## src/mpmc_pkg.sv

```systemverilog
// package for the modem module power and mode controller (host side)
// assumes a 100 MHz system clock; all pulse widths are counted in milliseconds
package mpmc_pkg;

  // ==========================================================================
  // clock and timing
  localparam int CLK_PERIOD_NS = 10;
  localparam int NS_PER_MS = 1000000;
  localparam int CYC_PER_MS = NS_PER_MS / CLK_PERIOD_NS;
  localparam int MS_W = 14;
  localparam logic [MS_W-1:0] SUPPLY_SETTLE_MS = 14'h001E;
  localparam logic [MS_W-1:0] KEY_ON_MS = 14'h01F4;
  localparam logic [MS_W-1:0] KEY_OFF_MS = 14'h028A;
  localparam logic [MS_W-1:0] RESTART_MS = 14'h012C;
  localparam logic [MS_W-1:0] LOGOUT_MS = 14'h2EE0;

  // ==========================================================================
  // sequencer states
  typedef enum logic [3:0] {
    ST_UNPOWERED = 4'h0,
    ST_SETTLE = 4'h1,
    ST_OFF = 4'h2,
    ST_KEY_ON = 4'h3,
    ST_ON = 4'h4,
    ST_KEY_OFF = 4'h5,
    ST_LOGOUT = 4'h6,
    ST_RESTART = 4'h7,
    ST_SW_DOWN = 4'h8
  } mpmc_state_t;

  // how the module is attached, which decides the sleep and wake method
  typedef enum logic [1:0] {
    LINK_UART = 2'h0,
    LINK_USB_REMOTE_WAKE = 2'h1,
    LINK_USB_RING_WAKE = 2'h2,
    LINK_USB_NO_SUSPEND = 2'h3
  } mpmc_link_t;

  // one-cycle command pulses from the user side
  typedef struct packed {
    logic power_on;
    logic power_off;
    logic sw_down;
    logic restart;
    logic cut_power;
  } mpmc_cmd_t;

  // status returned to the user side
  typedef struct packed {
    mpmc_state_t state;
    logic module_on;
    logic busy;
    logic key_held_low;
  } mpmc_status_t;

endpackage : mpmc_pkg

```

## src/mpmc_ctrl.sv

```systemverilog
// host-side sequencer for a cellular modem module: supply, power key, restart,
// sleep permission, wake, bus power and airplane pin
// assumes open-drain buffers outside for the key and restart lines, and a
// supply switch driven by supply_en
//
// Contract
// - Key held low at least 500 ms while module off starts turn-on.
// - Key held low at least 650 ms then released requests turn-off.
// - After turn-off, wait 12 s before cutting power or restarting.
// - Restart line held low at least 300 ms, release triggers reset.
// - Wait at least 30 ms after supply rises before pulling key low.
// - After software power-down command keep key line high.
// - Remove module power only after module has been shut down.
// - UART sleep needs permit, terminal-ready high, bus power sense low.
// - UART host drives terminal-ready low to wake the module.
// - USB sleep needs permit, terminal-ready high, bus in suspend.
// - Without remote wakeup, module wakes host by ring indicator.
// - Without suspend, host removes bus power to sleep, restores to wake.
// - Key may be tied low permanently for automatic power-on.
`timescale 1ns/1ps
`default_nettype none

module mpmc_ctrl #(
  parameter int CYC_PER_MS = mpmc_pkg::CYC_PER_MS
) (
  // clock and reset
  input wire logic clk,
  input wire logic rst_n,
  // user command port
  input wire mpmc_pkg::mpmc_cmd_t cmd,
  input wire mpmc_pkg::mpmc_link_t link_mode,
  input wire logic sleep_allow,
  input wire logic wake_req,
  input wire logic airplane_req,
  output mpmc_pkg::mpmc_status_t status,
  output logic cmd_refused,
  output logic host_wake_event,
  output logic usb_suspend_req,
  // module supply switch
  output logic supply_en,
  // power key line, open drain
  input wire logic power_key_line_i,
  output logic power_key_line_o,
  output logic power_key_line_oe,
  // restart line, open drain
  input wire logic restart_line_i,
  output logic restart_line_o,
  output logic restart_line_oe,
  // sleep and wake pins
  output logic term_ready,
  output logic usb_bus_power_en,
  input wire logic ring_indicator_output,
  // airplane control pin, active low
  output logic radio_disable_n
);
  import mpmc_pkg::*;

  localparam int DIV_W = $clog2(CYC_PER_MS);
  localparam logic [DIV_W-1:0] DIV_LAST = DIV_W'(CYC_PER_MS - 1);

  mpmc_state_t state;
  logic entering;
  logic [DIV_W-1:0] div;
  logic ms_tick;
  logic [MS_W-1:0] ms_cnt;
  logic key_s1, key_s2;
  logic rst_s1, rst_s2;
  logic ri_s1, ri_s2, ri_prev;
  logic accepted;

  // ==========================================================================
  // millisecond timebase
  // divider restarts on every state entry so each interval is whole ms
  always_ff @(posedge clk or negedge rst_n) begin
    if (!rst_n) begin
      div <= '0;
    end else if (entering || ms_tick) begin
      div <= '0;
    end else begin
      div <= div + 1'b1;
    end
  end

  assign ms_tick = (div == DIV_LAST);

  // elapsed ms in the current state
  always_ff @(posedge clk or negedge rst_n) begin
    if (!rst_n) begin
      ms_cnt <= '0;
    end else if (entering) begin
      ms_cnt <= '0;
    end else if (ms_tick && ms_cnt != {MS_W{1'b1}}) begin
      ms_cnt <= ms_cnt + 1'b1;
    end
  end

  // ==========================================================================
  // pin synchronisers
  // the first stage feeds only the second; nothing else looks at it
  always_ff @(posedge clk or negedge rst_n) begin
    if (!rst_n) begin
      key_s1 <= 1'b1;
      key_s2 <= 1'b1;
      rst_s1 <= 1'b1;
      rst_s2 <= 1'b1;
      ri_s1 <= 1'b1;
      ri_s2 <= 1'b1;
      ri_prev <= 1'b1;
    end else begin
      key_s1 <= power_key_line_i;
      key_s2 <= key_s1;
      rst_s1 <= restart_line_i;
      rst_s2 <= rst_s1;
      ri_s1 <= ring_indicator_output;
      ri_s2 <= ri_s1;
      ri_prev <= ri_s2;
    end
  end

  // ==========================================================================
  // power sequencer
  // one command at a time; anything that arrives mid-sequence is refused
  always_comb begin
    entering = 1'b0;
    accepted = 1'b0;
    case (state)
      ST_UNPOWERED: accepted = cmd.power_on;
      ST_SETTLE: entering = (ms_cnt == SUPPLY_SETTLE_MS);
      ST_OFF: accepted = cmd.power_on | cmd.cut_power;
      ST_KEY_ON: entering = (ms_cnt == KEY_ON_MS);
      ST_ON: accepted = cmd.power_off | cmd.sw_down | cmd.restart;
      ST_KEY_OFF: entering = (ms_cnt == KEY_OFF_MS);
      ST_LOGOUT: entering = (ms_cnt == LOGOUT_MS);
      ST_RESTART: entering = (ms_cnt == RESTART_MS);
      ST_SW_DOWN: entering = (ms_cnt == LOGOUT_MS);
      default: entering = 1'b1;
    endcase
    if (accepted) begin
      entering = 1'b1;
    end
  end

  // state register; priority power_off over sw_down over restart in ST_ON
  always_ff @(posedge clk or negedge rst_n) begin
    if (!rst_n) begin
      state <= ST_UNPOWERED;
    end else begin
      case (state)
        ST_UNPOWERED: begin
          if (cmd.power_on) state <= ST_SETTLE;
        end
        ST_SETTLE: begin
          if (ms_cnt == SUPPLY_SETTLE_MS) state <= ST_KEY_ON;
        end
        ST_OFF: begin
          if (cmd.cut_power) state <= ST_UNPOWERED;
          else if (cmd.power_on) state <= ST_KEY_ON;
        end
        ST_KEY_ON: begin
          if (ms_cnt == KEY_ON_MS) state <= ST_ON;
        end
        ST_ON: begin
          if (cmd.power_off) state <= ST_KEY_OFF;
          else if (cmd.sw_down) state <= ST_SW_DOWN;
          else if (cmd.restart) state <= ST_RESTART;
        end
        ST_KEY_OFF: begin
          if (ms_cnt == KEY_OFF_MS) state <= ST_LOGOUT;
        end
        ST_LOGOUT: begin
          if (ms_cnt == LOGOUT_MS) state <= ST_OFF;
        end
        ST_RESTART: begin
          if (ms_cnt == RESTART_MS) state <= ST_ON;
        end
        ST_SW_DOWN: begin
          if (ms_cnt == LOGOUT_MS) state <= ST_OFF;
        end
        default: state <= ST_UNPOWERED;
      endcase
    end
  end

  // ==========================================================================
  // pin drivers
  // key and restart only ever pull low; released means oe low
  always_ff @(posedge clk or negedge rst_n) begin
    if (!rst_n) begin
      supply_en <= 1'b0;
      power_key_line_oe <= 1'b0;
      restart_line_oe <= 1'b0;
    end else begin
      supply_en <= (state != ST_UNPOWERED) || cmd.power_on;
      power_key_line_oe <= (state == ST_SETTLE && ms_cnt == SUPPLY_SETTLE_MS)
        || (state == ST_OFF && cmd.power_on && !cmd.cut_power)
        || (state == ST_KEY_ON && ms_cnt != KEY_ON_MS)
        || (state == ST_ON && cmd.power_off)
        || (state == ST_KEY_OFF && ms_cnt != KEY_OFF_MS);
      restart_line_oe <= (state == ST_ON && cmd.restart && !cmd.power_off
        && !cmd.sw_down) || (state == ST_RESTART && ms_cnt != RESTART_MS);
    end
  end

  assign power_key_line_o = 1'b0;
  assign restart_line_o = 1'b0;

  // ==========================================================================
  // sleep, wake and airplane control
  // wake_req overrides permission so the module wakes even with sleep allowed
  always_ff @(posedge clk or negedge rst_n) begin
    if (!rst_n) begin
      term_ready <= 1'b0;
      usb_bus_power_en <= 1'b0;
      usb_suspend_req <= 1'b0;
      radio_disable_n <= 1'b1;
    end else begin
      term_ready <= sleep_allow && !wake_req;
      case (link_mode)
        LINK_UART: usb_bus_power_en <= 1'b0;
        LINK_USB_NO_SUSPEND: usb_bus_power_en <= !(sleep_allow && !wake_req);
        default: usb_bus_power_en <= 1'b1;
      endcase
      usb_suspend_req <= (link_mode == LINK_USB_REMOTE_WAKE
        || link_mode == LINK_USB_RING_WAKE) && sleep_allow && !wake_req;
      radio_disable_n <= !airplane_req;
    end
  end

  // ring falling edge wakes the host when the link relies on it
  always_ff @(posedge clk or negedge rst_n) begin
    if (!rst_n) begin
      host_wake_event <= 1'b0;
    end else begin
      host_wake_event <= ri_prev && !ri_s2
        && (link_mode == LINK_UART || link_mode == LINK_USB_RING_WAKE);
    end
  end

  // ==========================================================================
  // status
  always_ff @(posedge clk or negedge rst_n) begin
    if (!rst_n) begin
      cmd_refused <= 1'b0;
    end else begin
      cmd_refused <= (|cmd) && !accepted;
    end
  end

  // the key input also shows a key tied low on the board
  // one driver for the whole word keeps the status port a single assignment
  assign status = '{
    state: state,
    module_on: (state == ST_ON),
    busy: (state != ST_ON && state != ST_OFF && state != ST_UNPOWERED),
    key_held_low: (!key_s2 || !rst_s2)
  };

  // ==========================================================================
  // checks
  AST_KEY_ON_WIDTH: assert property (@(posedge clk) disable iff (!rst_n)
    ($past(state) == ST_KEY_ON && state == ST_ON) |-> $past(ms_cnt) == KEY_ON_MS)
    else $error("turn-on key pulse shorter than 500 ms");
  AST_KEY_OFF_WIDTH: assert property (@(posedge clk) disable iff (!rst_n)
    ($past(state) == ST_KEY_OFF && state == ST_LOGOUT) |-> !power_key_line_oe
    && $past(ms_cnt) == KEY_OFF_MS)
    else $error("turn-off key pulse not 650 ms then released");
  AST_LOGOUT_WAIT: assert property (@(posedge clk) disable iff (!rst_n)
    ($past(state) == ST_LOGOUT && state == ST_OFF) |-> $past(ms_cnt) == LOGOUT_MS)
    else $error("logout wait not 12 s");
  AST_RESTART_WIDTH: assert property (@(posedge clk) disable iff (!rst_n)
    $fell(restart_line_oe) |-> $past(ms_cnt) == RESTART_MS && state == ST_ON)
    else $error("restart pulse not 300 ms");
  AST_SETTLE: assert property (@(posedge clk) disable iff (!rst_n)
    ($rose(power_key_line_oe) && $past(state) == ST_SETTLE)
    |-> $past(ms_cnt) == SUPPLY_SETTLE_MS)
    else $error("key pulled before supply settled");
  AST_SW_DOWN_KEY: assert property (@(posedge clk) disable iff (!rst_n)
    state == ST_SW_DOWN |-> !power_key_line_oe)
    else $error("key pulled during software power-down");
  AST_SUPPLY_CUT: assert property (@(posedge clk) disable iff (!rst_n)
    $fell(supply_en) |-> $past(state, 2) == ST_OFF)
    else $error("supply removed while module not shut down");
  AST_UART_SLEEP: assert property (@(posedge clk) disable iff (!rst_n)
    (link_mode == LINK_UART && $stable(link_mode)) |=> !usb_bus_power_en)
    else $error("bus power present in uart sleep set-up");
  AST_WAKE: assert property (@(posedge clk) disable iff (!rst_n)
    wake_req |=> !term_ready && !usb_suspend_req)
    else $error("wake request did not drop terminal-ready");
  AST_RING: assert property (@(posedge clk) disable iff (!rst_n)
    ($fell(ri_s2) && link_mode == LINK_USB_RING_WAKE) |=> host_wake_event)
    else $error("ring edge did not wake host");
  AST_RELEASED: assert property (@(posedge clk) disable iff (!rst_n)
    (state == ST_ON && $past(state) == ST_ON) |-> !power_key_line_oe && !restart_line_oe)
    else $error("line held low between pulses");

endmodule : mpmc_ctrl

`default_nettype wire

```

## config.mk

```make
export PLATFORM = sky130hd
export DESIGN_NAME = mpmc_ctrl
export DESIGN_NICKNAME = d
export VERILOG_FILES = /design/src/mpmc_pkg.sv /design/src/mpmc_ctrl.sv
export SDC_FILE = /design/constraint.sdc
export NUM_CORES = 1
export LEC_CHECK = 0
export ABC_AREA = 1
export BUFFER_PORTS_ARGS = -buffer_cell sky130_fd_sc_hd__buf_2
export CAP_MARGIN = 20
export CORE_AREA = 5 5 94 78
export CTS_CLUSTER_DIAMETER = 60
export DETAILED_ROUTE_END_ITERATION = 10
export DIE_AREA = 0 0 99 83
export HOLD_SLACK_MARGIN = 0.02
export PLACE_DENSITY_LB_ADDON = 0.05
export SETUP_SLACK_MARGIN = 0.2
export SYNTH_ARGS = -nofsm -noshare
export SYNTH_HDL_FRONTEND = slang
export SYNTH_SLANG_ARGS = --single-unit
```

## constraint.sdc

```tcl
create_clock -name clk -period 2.9 [get_ports clk]
set_input_delay 0.58 -clock clk [delete_from_list [all_inputs] [get_ports clk]]
set_output_delay 0.58 -clock clk [all_outputs]
set_load 0.01 [all_outputs]
```

Word-level counts from Yosys, hierarchy flattened. Index checks and enable logic that the tools add are counted.

Input port bits: 15. Bits in registers: 51. Output and inout port bits: 18. Word-level logic and storage cells: 121.

Bitwise logic cells: 3. Equality and inequality tests: 31. Add/sub/neg operators: 2. Mux-type cells: 19. Reduce and logical (&&, ||, !) cells: 47.

Operators by type and width (count): 2-to-1 mux 4 bit (11); one-hot mux 4 bit (8 select lines) (1); == test 14 x 9 -> 1 bit, second input constant (2); 2-to-1 mux 14 bit (2); != test 14 x 9 -> 1 bit, second input constant (2); logical AND 1 bit (19); adder 17 x 1 -> 17 bit, second input constant (1); == test 17 bit, second input constant (1); 2-to-1 mux 17 bit (1); == test 4 x 3 -> 1 bit, second input constant (4); adder 14 x 1 -> 14 bit, second input constant (1); == test 14 x 10 -> 1 bit, second input constant (1); == test 14 bit, second input constant (1); == test 14 x 5 -> 1 bit, second input constant (1); != test 14 x 10 -> 1 bit, second input constant (1); != test 14 bit, second input constant (1); logical NOT 1 bit (10); logical OR 1 bit (10); != test 2 bit, second input constant (5); == test 4 x 2 -> 1 bit, second input constant (2); AND reduction 8 bit (1); one-hot mux 1 bit (6 select lines) (1); OR reduction 5 bit (1); == test 2 bit, second input constant (2); other kinds (18) (20).

Longest topological paths before layout. Gate-level depths: netlist of run 1.

Depth in word-level cells: 7. Gate-level depth with buffers: 13.

Worst setup path after synthesis of run 1. No wires, ideal clock.

Path type: reg2reg. Start point: register ms_cnt[0]. End point: register div[11]. Cell stages (with the launch flop): 13. Data required time: 2778 ps. Data arrival time: 1559 ps. Setup slack: 1218 ps. Period minus slack after synthesis: 1682 ps. Path buffers: 1. Cell sequence: dfrtp_1 inv_1 ha_1 nand3_1 nor2_1 nand2_1 nand2_2 nand2_1 nor2_2 nand2_4 nand2_8 buf_12 nor2_2.

Word-level cells in the longest chain between the ends: 5. Elaborated cells between the ends (all ways): 9. Those cells by class: eq/ne: 5; mux: 3; reduce/logical: 1.

RTL lines: start: declaration (line mpmc_ctrl.sv:65) `logic [MS_W-1:0] ms_cnt;`; start signal: assignment (line mpmc_ctrl.sv:93) `ms_cnt <= ms_cnt + 1'b1;`; == test 14 bit (tied with other cells) (line mpmc_ctrl.sv:133, mpmc_ctrl.sv:135); one-hot mux 1 bit (6 select lines) (*) (line mpmc_ctrl.sv:126) `case (state)`; 2-to-1 mux 1 bit (*) (line mpmc_ctrl.sv:138) `if (accepted) begin`; logical OR 1 bit (*) (line mpmc_ctrl.sv:77) `end else if (entering || ms_tick) begin`; 2-to-1 mux 17 bit (*) (line mpmc_ctrl.sv:77); end signal: assignment (line mpmc_ctrl.sv:80) `div <= div + 1'b1;`; end: declaration (line mpmc_ctrl.sv:63) `logic [DIV_W-1:0] div;`.

Every way passes the cells marked *; elsewhere a longest branch is shown, timed or not. A chain may end at the register's enable or synchronous reset.

==> run summary, run 1 <==
The largest fanout of any net on the critical path is 6, and the synthesized-area fraction occupied by and/or/nand/nor cells is 37.8%. The analysis attributes to net switching a power of 0.300 mW. The register with the most flip-flops in the layout has 17 of them. Post-CTS repair changed the size of 0 cells.

For the internal power consumption, the log shows 0.920 mW. Setup repair after global routing left no endpoint under its margin. At the later pin of the worst-skew pair, clock insertion delay measures 0.32 ns. Subtracting the final worst setup slack from the clock period gives 2.05 ns. The detailed-route vias per instance is 4.88. The tools report the buffer type at the clock tree root as clkbuf_8.

For the post-detailed-route count of antenna-violating nets, the log shows 0. Summed over all layers, the routed wires come to 6590 microns. After technology mapping, the gate count stands at 422. Dividing the detail-routed wire length by the instance count gives 12.2 microns.

Combinational family with the most area after synthesis: simple AND/OR/NAND/NOR gates. Setup violations remaining at the end of the flow were counted as 0. The proportion of total power due to net switching was 24.6%; the async set-reset flop share out of synthesis was 100%.

In this run the number of H-tree levels came out at 2. The logs give 5 for the number of buffers added by the clock tree synthesis step and 0 ns for the sum of negative setup slack. The area of the multi-input gates came out at 0.00148 sq mm.

Measured along the x axis, the die boundary spans 99 microns. In the final layout, the registers with the most flip-flops are div x17, ms_cnt x14, state x4. Sorting the synthesized cells by area gives the leading types as dfrtp_1, nand2_1, nor2_1. For the timing-limited maximum frequency, the log shows 489 MHz. Clock-pin slew was measured on the worst setup and hold paths at 0.10 ns.

The worst register-to-register path has a depth of 12. Nature of the critical path endpoint: a primary output. The run gives 0.91 ns as the reg2reg setup slack. Input and output buffers added on the ports amount to 30. The synthesized netlist devotes 4.66% of its cell area to compound gates. The sequential share of the synthesized area came out at 42.4%. After global routing the overflow that remains totals 0. By count the netlist is led by nand2_1, nor2_1, inv_1, dfrtp_1, nand3_1. Counting along the longest clock path gives a buffer depth of 2. Summing the areas of all fa, ha and maj instances in the mapped netlist gives 2.89% of the synthesized area. Routability-driven placement finished with a final weighted congestion of 0.865. Power spread over the standard cell area amounts to 363 mW/mm^2.

The synthesized design contains 51 register bits. In the final layout, the share of cells above drive strength 1 is 16.0%. For the number of nets in the layout, the log shows 478. In this run the worst hold path is classified as input port to asynchronous set/reset pin.

nand2_1 is the most common cell in the netlist. Sequential cells burn 59.5% of the power. The via count of the routed design was 2639; the total routing usage reported by global routing was 17.3%. For this design the top-level I/O count stands at 33.

The die is 83 microns tall. The floorplan has 26 rows. The worst pin sits at a relative slew slack of 61.4%.

The run gives 0.00822 sq mm as the area of the die. TritonCTS built the clock tree. The clock network is responsible for 36.5% of the overall power.

For this run, the number of Yosys warnings is 0. After synthesis the cells add up to 0.00304 sq mm. 0 antenna diodes ended up in the layout. Entering global routing, the biggest net connects 29 pins.

The count of distinct cell types in the synthesized netlist came out at 31. For the initial antenna violation count, the log shows 0. The multiplexer fraction of the synthesized cell area is 0%. Combinational logic burns 4.0% of the power. The maximum VDD drop is 170 uV.

The number of fillers in the final layout is 612, and the number of DRC markers in iteration 0 is 136. The number of enable flip-flop cells after synthesis came out at 0. The kind of critical path was register to primary output. For the wire length of the first global-routing pass, the log shows 11900 microns. The register with the most flip-flops in the final layout is div. A synthesized cell averages 7.19 sq um. The cell area after placement came out at 0.00327 sq mm. The post-synthesis to final-layout area growth is 10.8%. Counting every sink on the clock net gives 51. Buffers added to address setup during post-CTS repair amount to 0. The data arrival time of the critical path is 1.47 ns. For the worst endpoint required time, the log shows 2.32 ns. Most area-hungry cell type in the Yosys netlist: dfrtp_1. In this run the standard cell core region covers 0.00628 sq mm.

The share of Yosys cell area claimed by the top area cell type was 35.4%; the detailed-placement wirelength estimate was 5080 microns. Leading register cell type out of synthesis: dfrtp_1. The number of hold-slack violations in the final timing report came out at 0. Max-cap violations in this run came to 0.

At the pin with the least slew margin, the transition time is 0.574 ns. The max-slew violation total from the final report was 0; the first-pass detailed-route iteration total was 5. For the area used by sequential logic in the layout, the log shows 0.00129 sq mm.

Summing all non-filler instances in the final layout gives an area of 0.00336 sq mm. Summing the areas of all xor and xnor instances in the mapped netlist gives 3.17% of the synthesized area. The static power due to leakage was 1.67 nW. The logs give 0.00932 ns for the worst clock skew and 0 for the hold buffer count at CTS. The via count of the first global-routing pass was 2505; the DRC violation count after routing was 0.

For this configuration, the core starts out at a cell density of 48.3%. The critical path startpoint category is a register. The period utilization is 70.6%. The flow ran to the end, and the final reports show no timing, DRC or antenna violations.
[worst paths after layout]
check,start,endpoint
worst min register to register,key_s1$_DFF_PN1_,key_s2$_DFF_PN1_
worst min-delay path,rst_n,term_ready$_DFF_PN0_
max in group asynchronous,rst_n,div[10]$_DFF_PN0_
worst max register to register,ms_cnt[0]$_DFFE_PN0P_,state[2]$_DFFE_PN0P_
min in group clk,ring_indicator_output,ri_s1$_DFF_PN1_
worst max-delay path,state[2]$_DFFE_PN0P_,status[1]
[critical path, cell delays in order (launching register included)]
cell and delay [ns]:
dfrtp_1 0.45, inv_1 0.14, nand2_1 0.12, nor2_1 0.24
a21oi_1 0.06, buf_2 0.15
[cell type report]
class | instances | share of cell area, %
Sequential cell | 51 | 38.2
Inverter | 60 | 6.73
Clock inverter | 3 | 0.855
Multi-Input combinational cell | 307 | 44.0
Tap cell | 84 | 3.12
Timing Repair Buffer | 31 | 5.06
Clock buffer | 5 | 2.05
[layer usage]
metal  up-vias  routed length (microns)  track usage (%)
li1       1369                        -                -
met5         -                        0                0
met2        67                     2760             25.4
met3         9                      329             3.60
met4         0                       78             4.71
met1      1194                     3430             25.5
[cells by family after synthesis]
logic type | count (synthesis)
compound gates | 26
fa+ha+maj | 7
xor+xnor | 11
other cells | 1
flops | 51
buf+inv | 65
simple gates | 261
[placed cells by master, fill, tap and decap left out, types with 2 or more instances in the layout]
master,n
a21oi_1,4
a31oi_1,2
buf_2,30
clkbuf_8,5
clkinv_4,2
conb_1,2
dfrtp_1,43
dfstp_2,8
ha_1,7
inv_1,57
nand2_1,102
nand2_2,6
nand3_1,27
nand3b_1,3
nand4_1,11
nor2_1,88
nor2_2,14
nor3_1,6
o21ai_0,15
o21bai_1,3
xor2_1,10
[through the flow]
stage / power (mW) / setup slack [ns] / util [%] / hold WS, ns / instances
after global routing: 1.27 / 0.651 / 53.6 / 0.286 / 541
after CTS: 1.23 / 0.850 / 53.6 / 0.262 / 541
after global placement: 0.789 / 0.936 / 52.0 / 0.346 / 533
after floorplan: 0.756 / 1.22 / - / 0.284 / 423
after detailed placement: 0.790 / 0.930 / 52.0 / 0.347 / 533
final: 1.22 / 0.854 / 53.6 / 0.247 / 541
[power groups by stage]
stage	clock, mW	sequential [mW]	combinational (mW)
2_1_floorplan	0	0.742	0.0134
3_3_place_gp	0	0.740	0.0495
3_5_place_dp	0	0.740	0.0499
4_1_cts	0.458	0.726	0.0500
5_1_grt	0.490	0.727	0.0563
6_report	0.446	0.726	0.0483
No activity file was read; power rests on OpenSTA's default activity.
==> inputs of run 2 (changes only) <==
==> constraint.sdc (replaced) <==
create_clock -name clk -period 1.9 [get_ports clk]
set_input_delay 0.38 -clock clk [delete_from_list [all_inputs] [get_ports clk]]
set_output_delay 0.38 -clock clk [all_outputs]
set_load 0.01 [all_outputs]
==> run 2 against run 1 <==
Net effect:
- clock-buffer cell count stayed put
- critical path depth grew 6
- final cell count is 7.8% higher
- sequential power is 53% higher
- utilization grew 9.3 points
- non-clock buffer count grew 39
==> run summary, run 2 (same netlist as run 1, synthesis figures left out) <==
The period utilization is 94.2%. The critical path goes through inv_2 > ha_4 > inv_2 > nor2_4 > nand2_2 > nor2_4 > a21oi_2 > nor2_4 > nand2_8 > nand2_8 > nor2_1. Standard cell with the maximum stage delay on the critical path: dfrtp_1. The max-slew violation total from the final report was 0; the power per unit of standard cell area was 470 mW/mm^2. For the area of the die, the log shows 0.00822 sq mm.

The finished layout cell area was 0.00395 sq mm; the cell area after placement was 0.00337 sq mm. Subtracting the final worst setup slack from the clock period gives 1.79 ns. For the number of nets in the layout, the log shows 520.

The initial antenna violation count is 0. The tools report the nature of the critical path endpoint as a register. Relative to the synthesized area, the layout overhead comes to 30.2%.

The DRC violation count after routing was 0; the antenna diode count was 0. Data on the critical path is required at its endpoint by 2.12 ns. The capture instance of the worst register-to-register path is div[2]$_DFF_PN0_. The top cell types in the final layout, fill and taps aside, are nand2_1, nor2_1, inv_1.

The number of DRC markers in iteration 0 came out at 166. The tools report the total routing usage reported by global routing as 19.4%. The reg2reg setup slack is 0.11 ns, and the maximum VDD drop is 265 uV.

The kind of critical path is register to register. The insertion delay of the later-clocked pin in the worst-skew pair was 0.32 ns; the cell depth of the worst flop-to-flop path was 11. Aggregate global routing overflow: 0. The first global-routing pass estimated 13000 microns of wire.

Critical path startpoint category: a register. The tools report the detailed-placement wirelength estimate as 5370 microns. The worst hold path class is input port to register.

The run gives 549 as the number of fillers in the final layout. The worst hold path begins at airplane_req. Setup repair after global routing could not meet its margin everywhere. In this run the vertical extent of the chip is 83 microns. The run gives 1.88 nW as the static power due to leakage. The flow ran to the end, and the final reports show no timing, DRC or antenna violations. Via count of the first global-routing pass: 2724. Port buffering added 30 buffers. The startpoint identified for the worst register-to-register timing path is ms_cnt[0]$_DFFE_PN0P_.

The logs give 36.3% for the relative contribution of the clock network to total power and 0.455 mW for the switching power. TritonCTS built the clock tree. The largest registers in the layout are div x17, ms_cnt x14, state x4. The die extent in x is 99 microns, and the detailed-route vias per instance is 4.98. The clock drives 51 sinks.

The worst hold path passes through 2 cells. The logs give 59.7% for the share of power burned in registers and -0.0568 ns for the worst slack at placement. At the end of routability-driven placement, the weighted congestion stood at 0.888. Wires add up to 7960 microns. The number of flip-flops under the largest register name was 17; the number of buffers added by the clock tree synthesis step was 5. In this run the remaining antenna-violating nets after routing total 0. Clock skew on the completed layout was measured at 0.0132 ns. Leaving out fill and tap cells, the most frequent cell in the layout is nand2_1. Setup violations remaining at the end of the flow were counted as 0. The region available for standard cell placement spans 0.00628 sq mm. The cell type with the highest occurrence count on the critical path is nor2_4. The run gives 2 as the maximum clock insertion buffer count. The logs give 26 for the number of rows in the core area and 23 for the pin count of the biggest net entering global routing. The first-pass detailed-route iteration total was 5; the via count of the routed design was 2906.

Setup slack closes at 0.110 ns. In this run the clock root is driven by a clkbuf_8. Cell internal power was estimated by the tool at 1.40 mW. The number of hold-slack violations in the final timing report was 0; the routed length per instance was 13.6 microns. The run gives 33 as the number of top-level pins.

The post-route netlist has 35.9% of its cells at a drive strength greater than 1. The largest single stage delay on the critical path is 0.41 ns. The clock transition at the register clock pins on the worst setup and hold paths after CTS is 0.11 ns, and the largest fanout of any net on the critical path is 8.

The max capacitance violation total is 0, and the part of the total power dissipated in combinational logic is 4.0%. The proportion of total power due to net switching is 24.5%. The logs give 2.01 ns for the data arrival time of the critical path and 48.3% for the initial core utilization. Ranked by flip-flop count, first place goes to div. In this run the number of H-tree levels came out at 2. Endpoint of the worst hold-timing path: radio_disable_n$_DFF_PN1_. Derived from the worst setup path, the maximum achievable clock frequency is 559 MHz.
run 2: cell count changes in the layout (fill, tap and decap cells not counted), moves of 4 or more:
cell     before  now
nand2_1     102   86
dfrtp_1      43   36
inv_2         1    8
buf_4         0   37
nor2_2       14   26
nand2_2       6   20
inv_1        57   49
nor2_4        1   12
dfrtp_2       0    7
ha_1          7    3
nor2_1       88   65
run 2: worst max path at each step:
stage,to,start,slack (ns)
6_report,div[2]$_DFF_PN0_,ms_cnt[0]$_DFFE_PN0P_,0.11
5_1_grt,div[14]$_DFF_PN0_,ms_cnt[4]$_DFFE_PN0P_,0.03
4_1_cts,div[3]$_DFF_PN0_,ms_cnt[0]$_DFFE_PN0P_,0.13
3_5_place_dp,state[1]$_DFFE_PN0P_,ms_cnt[0]$_DFFE_PN0P_,-0.06
3_3_place_gp,state[1]$_DFFE_PN0P_,ms_cnt[0]$_DFFE_PN0P_,-0.08
2_1_floorplan,div[11]$_DFF_PN0_,ms_cnt[0]$_DFFE_PN0P_,0.22
run 2: layout make-up:
type                       count  area (sq um)  share of cell area (%)
timing repair buffer          70           460                    11.7
sequential                    51          1290                    32.8
clock buffer                   5          68.8                    1.74
inverter                      60           229                    5.79
clock inverter                 3          27.5                   0.697
tap                           84           105                    2.66
multi-input combinational    310          1770                    44.7
run 2: through the flow:
step | utilization [%] | power [mW] | setup TNS, ns | hold slack, ns | cells
final | 62.9 | 1.86 | 0 | 0.154 | 583
after global routing | 62.9 | 1.95 | 0 | 0.150 | 583
after CTS | 58.9 | 1.88 | 0 | 0.151 | 573
after detailed placement | 53.7 | 1.21 | -0.388 | 0.349 | 549
after global placement | 53.7 | 1.20 | -0.784 | 0.346 | 549
after floorplan | - | 1.15 | 0 | 0.0844 | 423
run 2: timing repair:
action                                  in CTS  in global routing
gates cloned                                 3                  0
gates resized for setup                     31                 62
hold endpoints to repair                    12                  0
hold buffers                                 1                  0
pin swaps                                   12                 25
setup buffers                               12                 10
endpoints found under the setup margin      37                 38
run 2: critical path, delay by kind of cell, from the launching register on:
family,cells,cell delay [ns]
adder cells (fa/ha/maj),1,0.17
flip-flops,1,0.41
AO/OA/AOI/OAI,1,0.08
AND/OR/NAND/NOR,7,0.85
buffers and inverters,2,0.17
run 2: metal layers:
layer	vias to the layer above	part of all wire, %	track usage [%]
met1	1322	46	28.2
met3	15	7.1	4.02
met2	106	45	29.0
met4	0	1.8	5.71
met5	-	0	0
li1	1463	-	-
run 2: power groups by stage:
stage	Clock [mW]	Sequential, mW	Combinational (mW)
2_1_floorplan	0	1.13	0.0205
3_3_place_gp	0	1.13	0.0737
3_5_place_dp	0	1.13	0.0761
4_1_cts	0.697	1.11	0.0776
5_1_grt	0.752	1.11	0.0871
6_report	0.674	1.11	0.0745
==> inputs of run 3 (changes only) <==
--- a/config.mk
+++ b/config.mk
@@ -14,6 +14,7 @@
 export DIE_AREA = 0 0 99 83
 export HOLD_SLACK_MARGIN = 0.02
 export PLACE_DENSITY_LB_ADDON = 0.05
+export RECOVER_POWER = 25
 export SETUP_SLACK_MARGIN = 0.2
 export SYNTH_ARGS = -nofsm -noshare
 export SYNTH_HDL_FRONTEND = slang
==> run 3 against run 2 <==
Net effect:
- die area unchanged
- critical path depth unchanged
- largest cell class unchanged
- non-clock buffer count unchanged
- largest power group unchanged
- critical path type unchanged
- design area about the same
- setup slack worse by 0.0011 ns
==> run summary, run 3 (same netlist as run 1, synthesis figures left out) <==
The core region is 0.00628 sq mm. The most common cell after layout, fill and taps aside is nand2_1. In the final layout, the registers with the most flip-flops are div x17, ms_cnt x14, state x4. The run gives 5370 microns as the detailed-placement wirelength estimate.

Buffer type at the clock tree root: clkbuf_8. STA classifies the critical path endpoint as a register. The post-synthesis to final-layout area growth was 30.1%. The worst clock skew is 0.0136 ns. Walking the worst path, the cells encountered are inv_2 > ha_4 > inv_2 > nor2_4 > nand2_2 > nor2_4 > a21oi_2 > nor2_4 > nand2_8 > nand2_8 > nor2_1. The run gives 0 as the aggregate global routing overflow. 0 antenna diodes ended up in the layout.

Critical path startpoint category: a register. On the final layout, the worst hold slack is 0.155 ns. The placed instance count was 549. After detailed placement, the total cell area comes to 0.00337 sq mm. CTS saw 51 sinks. At the later pin of the worst-skew pair, clock insertion delay measures 0.32 ns. In this run the number of H-tree levels came out at 2. The maximum clock insertion buffer count came out at 2.

The congestion estimate from routability-driven global placement came to 0.888. After the last flow step, the layout net total stands at 520. In the post-route analysis, the smallest setup slack over all paths is 0.109 ns.

During I/O placement, the number of pins put on the boundary was 33. The final standard cell count with taps included and fillers excluded was 583. The largest single stage delay on the critical path is 0.41 ns.

The slowest stage of the critical path belongs to the cell dfrtp_1. STA puts the critical path data arrival time at 2.01 ns. Via count of the first global-routing pass: 2724. Static power due to leakage: 1.88 nW. The floorplan step set the die width to 99 microns.

The tools report the number of DRC markers in iteration 0 as 167. The run finished with clean final reports. The die is 83 microns tall. The number of hold-slack violations in the final timing report came out at 0. The routed design has 7950 microns of wire. The most flop-heavy register is div.

The tools report the initial antenna violation count as 0. The number of flip-flops under the largest register name is 17, and the clock transition at the register clock pins on the worst setup and hold paths after CTS is 0.11 ns. The wire length of the first global-routing pass was 13000 microns. Based on the critical path, the design can be clocked at up to 558 MHz. TritonCTS built the clock tree. Using the TritonRoute via totals, the vias-per-cell ratio works out to 5.00. The die covers 0.00822 sq mm. Cells with a size suffix above 1 make up 35.5% of the layout.

Once layout is done, the placed cells without fillers occupy 0.00395 sq mm. The max capacitance violation total was 0. The tools report the total routing usage reported by global routing as 19.4%. Sum of negative setup slack: 0 ns. Dividing total power by cell area gives a power density of 470 mW/mm^2. The first detailed-routing pass took 5 iterations. The post-detailed-route count of antenna-violating nets came out at 0.

Of the available clock period, the critical path in the final layout requires 94.3%. The max-slew violation total from the final report was 0; the maximum VDD drop was 264 uV. The initial core utilization was 48.3%; the largest fanout of any net on the critical path was 8. Buffers placed on the I/O ports in this run total 30. The routed length per instance works out to 13.6 microns. The kind of critical path is register to register.

The run gives 0 as the count of endpoints failing setup in the final report. The most numerous cell type found on the critical path is nor2_4. The initialized floorplan defines 26 standard-cell rows. Setup repair after global routing could not meet its margin everywhere. In this run the worst hold path is classified as input port to register. The number of buffers added by the clock tree synthesis step came out at 5.

Via count of the routed design: 2913. The worst slack at placement came out at -0.0568 ns. Leaving out fill and tap cells, the most frequent cells in the layout are nand2_1, nor2_1, inv_1. Data on the critical path is required at its endpoint by 2.12 ns.

The final period demand of the worst path came out at 1.79 ns. The pin count of the biggest net entering global routing was 23. The DRC violation count after routing was 0.
==> run 3: cell types whose count changed in the layout (fill, tap and decap cells not counted), sizes merged <==
cell / change
clkbuf: +2
buf: -2
==> run 3: path summary, 6_finish.rpt <==
check                                                   to  cells after the start                  start  slack (ns)
worst min register to register            key_s2$_DFF_PN1_                      0       key_s1$_DFF_PN1_        0.35
worst min-delay path             radio_disable_n$_DFF_PN1_                      2           airplane_req        0.15
worst max-delay path                      div[2]$_DFF_PN0_                     11  ms_cnt[0]$_DFFE_PN0P_        0.11
max in group asynchronous            ms_cnt[3]$_DFFE_PN0P_                      3                  rst_n        0.73
worst max register to register            div[2]$_DFF_PN0_                     11  ms_cnt[0]$_DFFE_PN0P_        0.11
min in group asynchronous       usb_bus_power_en$_DFF_PN0_                      2                  rst_n        0.53
==> run 3: area by class of cell <==
cell class | instances | area (sq um)
tap | 84 | 105
clock inverter | 3 | 27.5
timing repair buffer | 70 | 458
fill | 549 | 2330
multi-input combinational | 310 | 1770
sequential | 51 | 1290
inverter | 60 | 229
clock buffer | 5 | 68.8
==> run 3: power breakdown <==
group	internal [mW]	switching, mW
sequential	1.10	0.00322
clock	0.271	0.402
combinational	0.0250	0.0489
==> run 3: metrics by stage <==
stage                     power, mW  util, %
after floorplan                1.15        -
after global placement         1.20     53.7
after detailed placement       1.21     53.7
after CTS                      1.88     58.9
after global routing           1.95     62.9
final                          1.85     62.9
==> run 3: metal layers <==
metal	vias up	track usage, %	wire [microns]
li1	1463	-	-
met1	1329	28.2	3660
met2	106	29.0	3580
met3	15	4.02	567
met4	0	5.71	144
met5	-	0	0
==> run 3: critical path: cells and delay by family, from the launching register on <==
family / cells / cell delay (ns)
compound gates: 1 / 0.08
fa+ha+maj: 1 / 0.17
buf+inv: 2 / 0.17
flops: 1 / 0.41
simple gates: 7 / 0.85
==> run 3: repair_timing <==
action                                 CTS  global route
hold buffers                             1             0
setup endpoints to repair               37            38
gates cloned                             3             0
endpoints found under the hold margin   12             0
pin swaps                               12            25
gates resized for setup                 31            62
setup buffers                           12            10
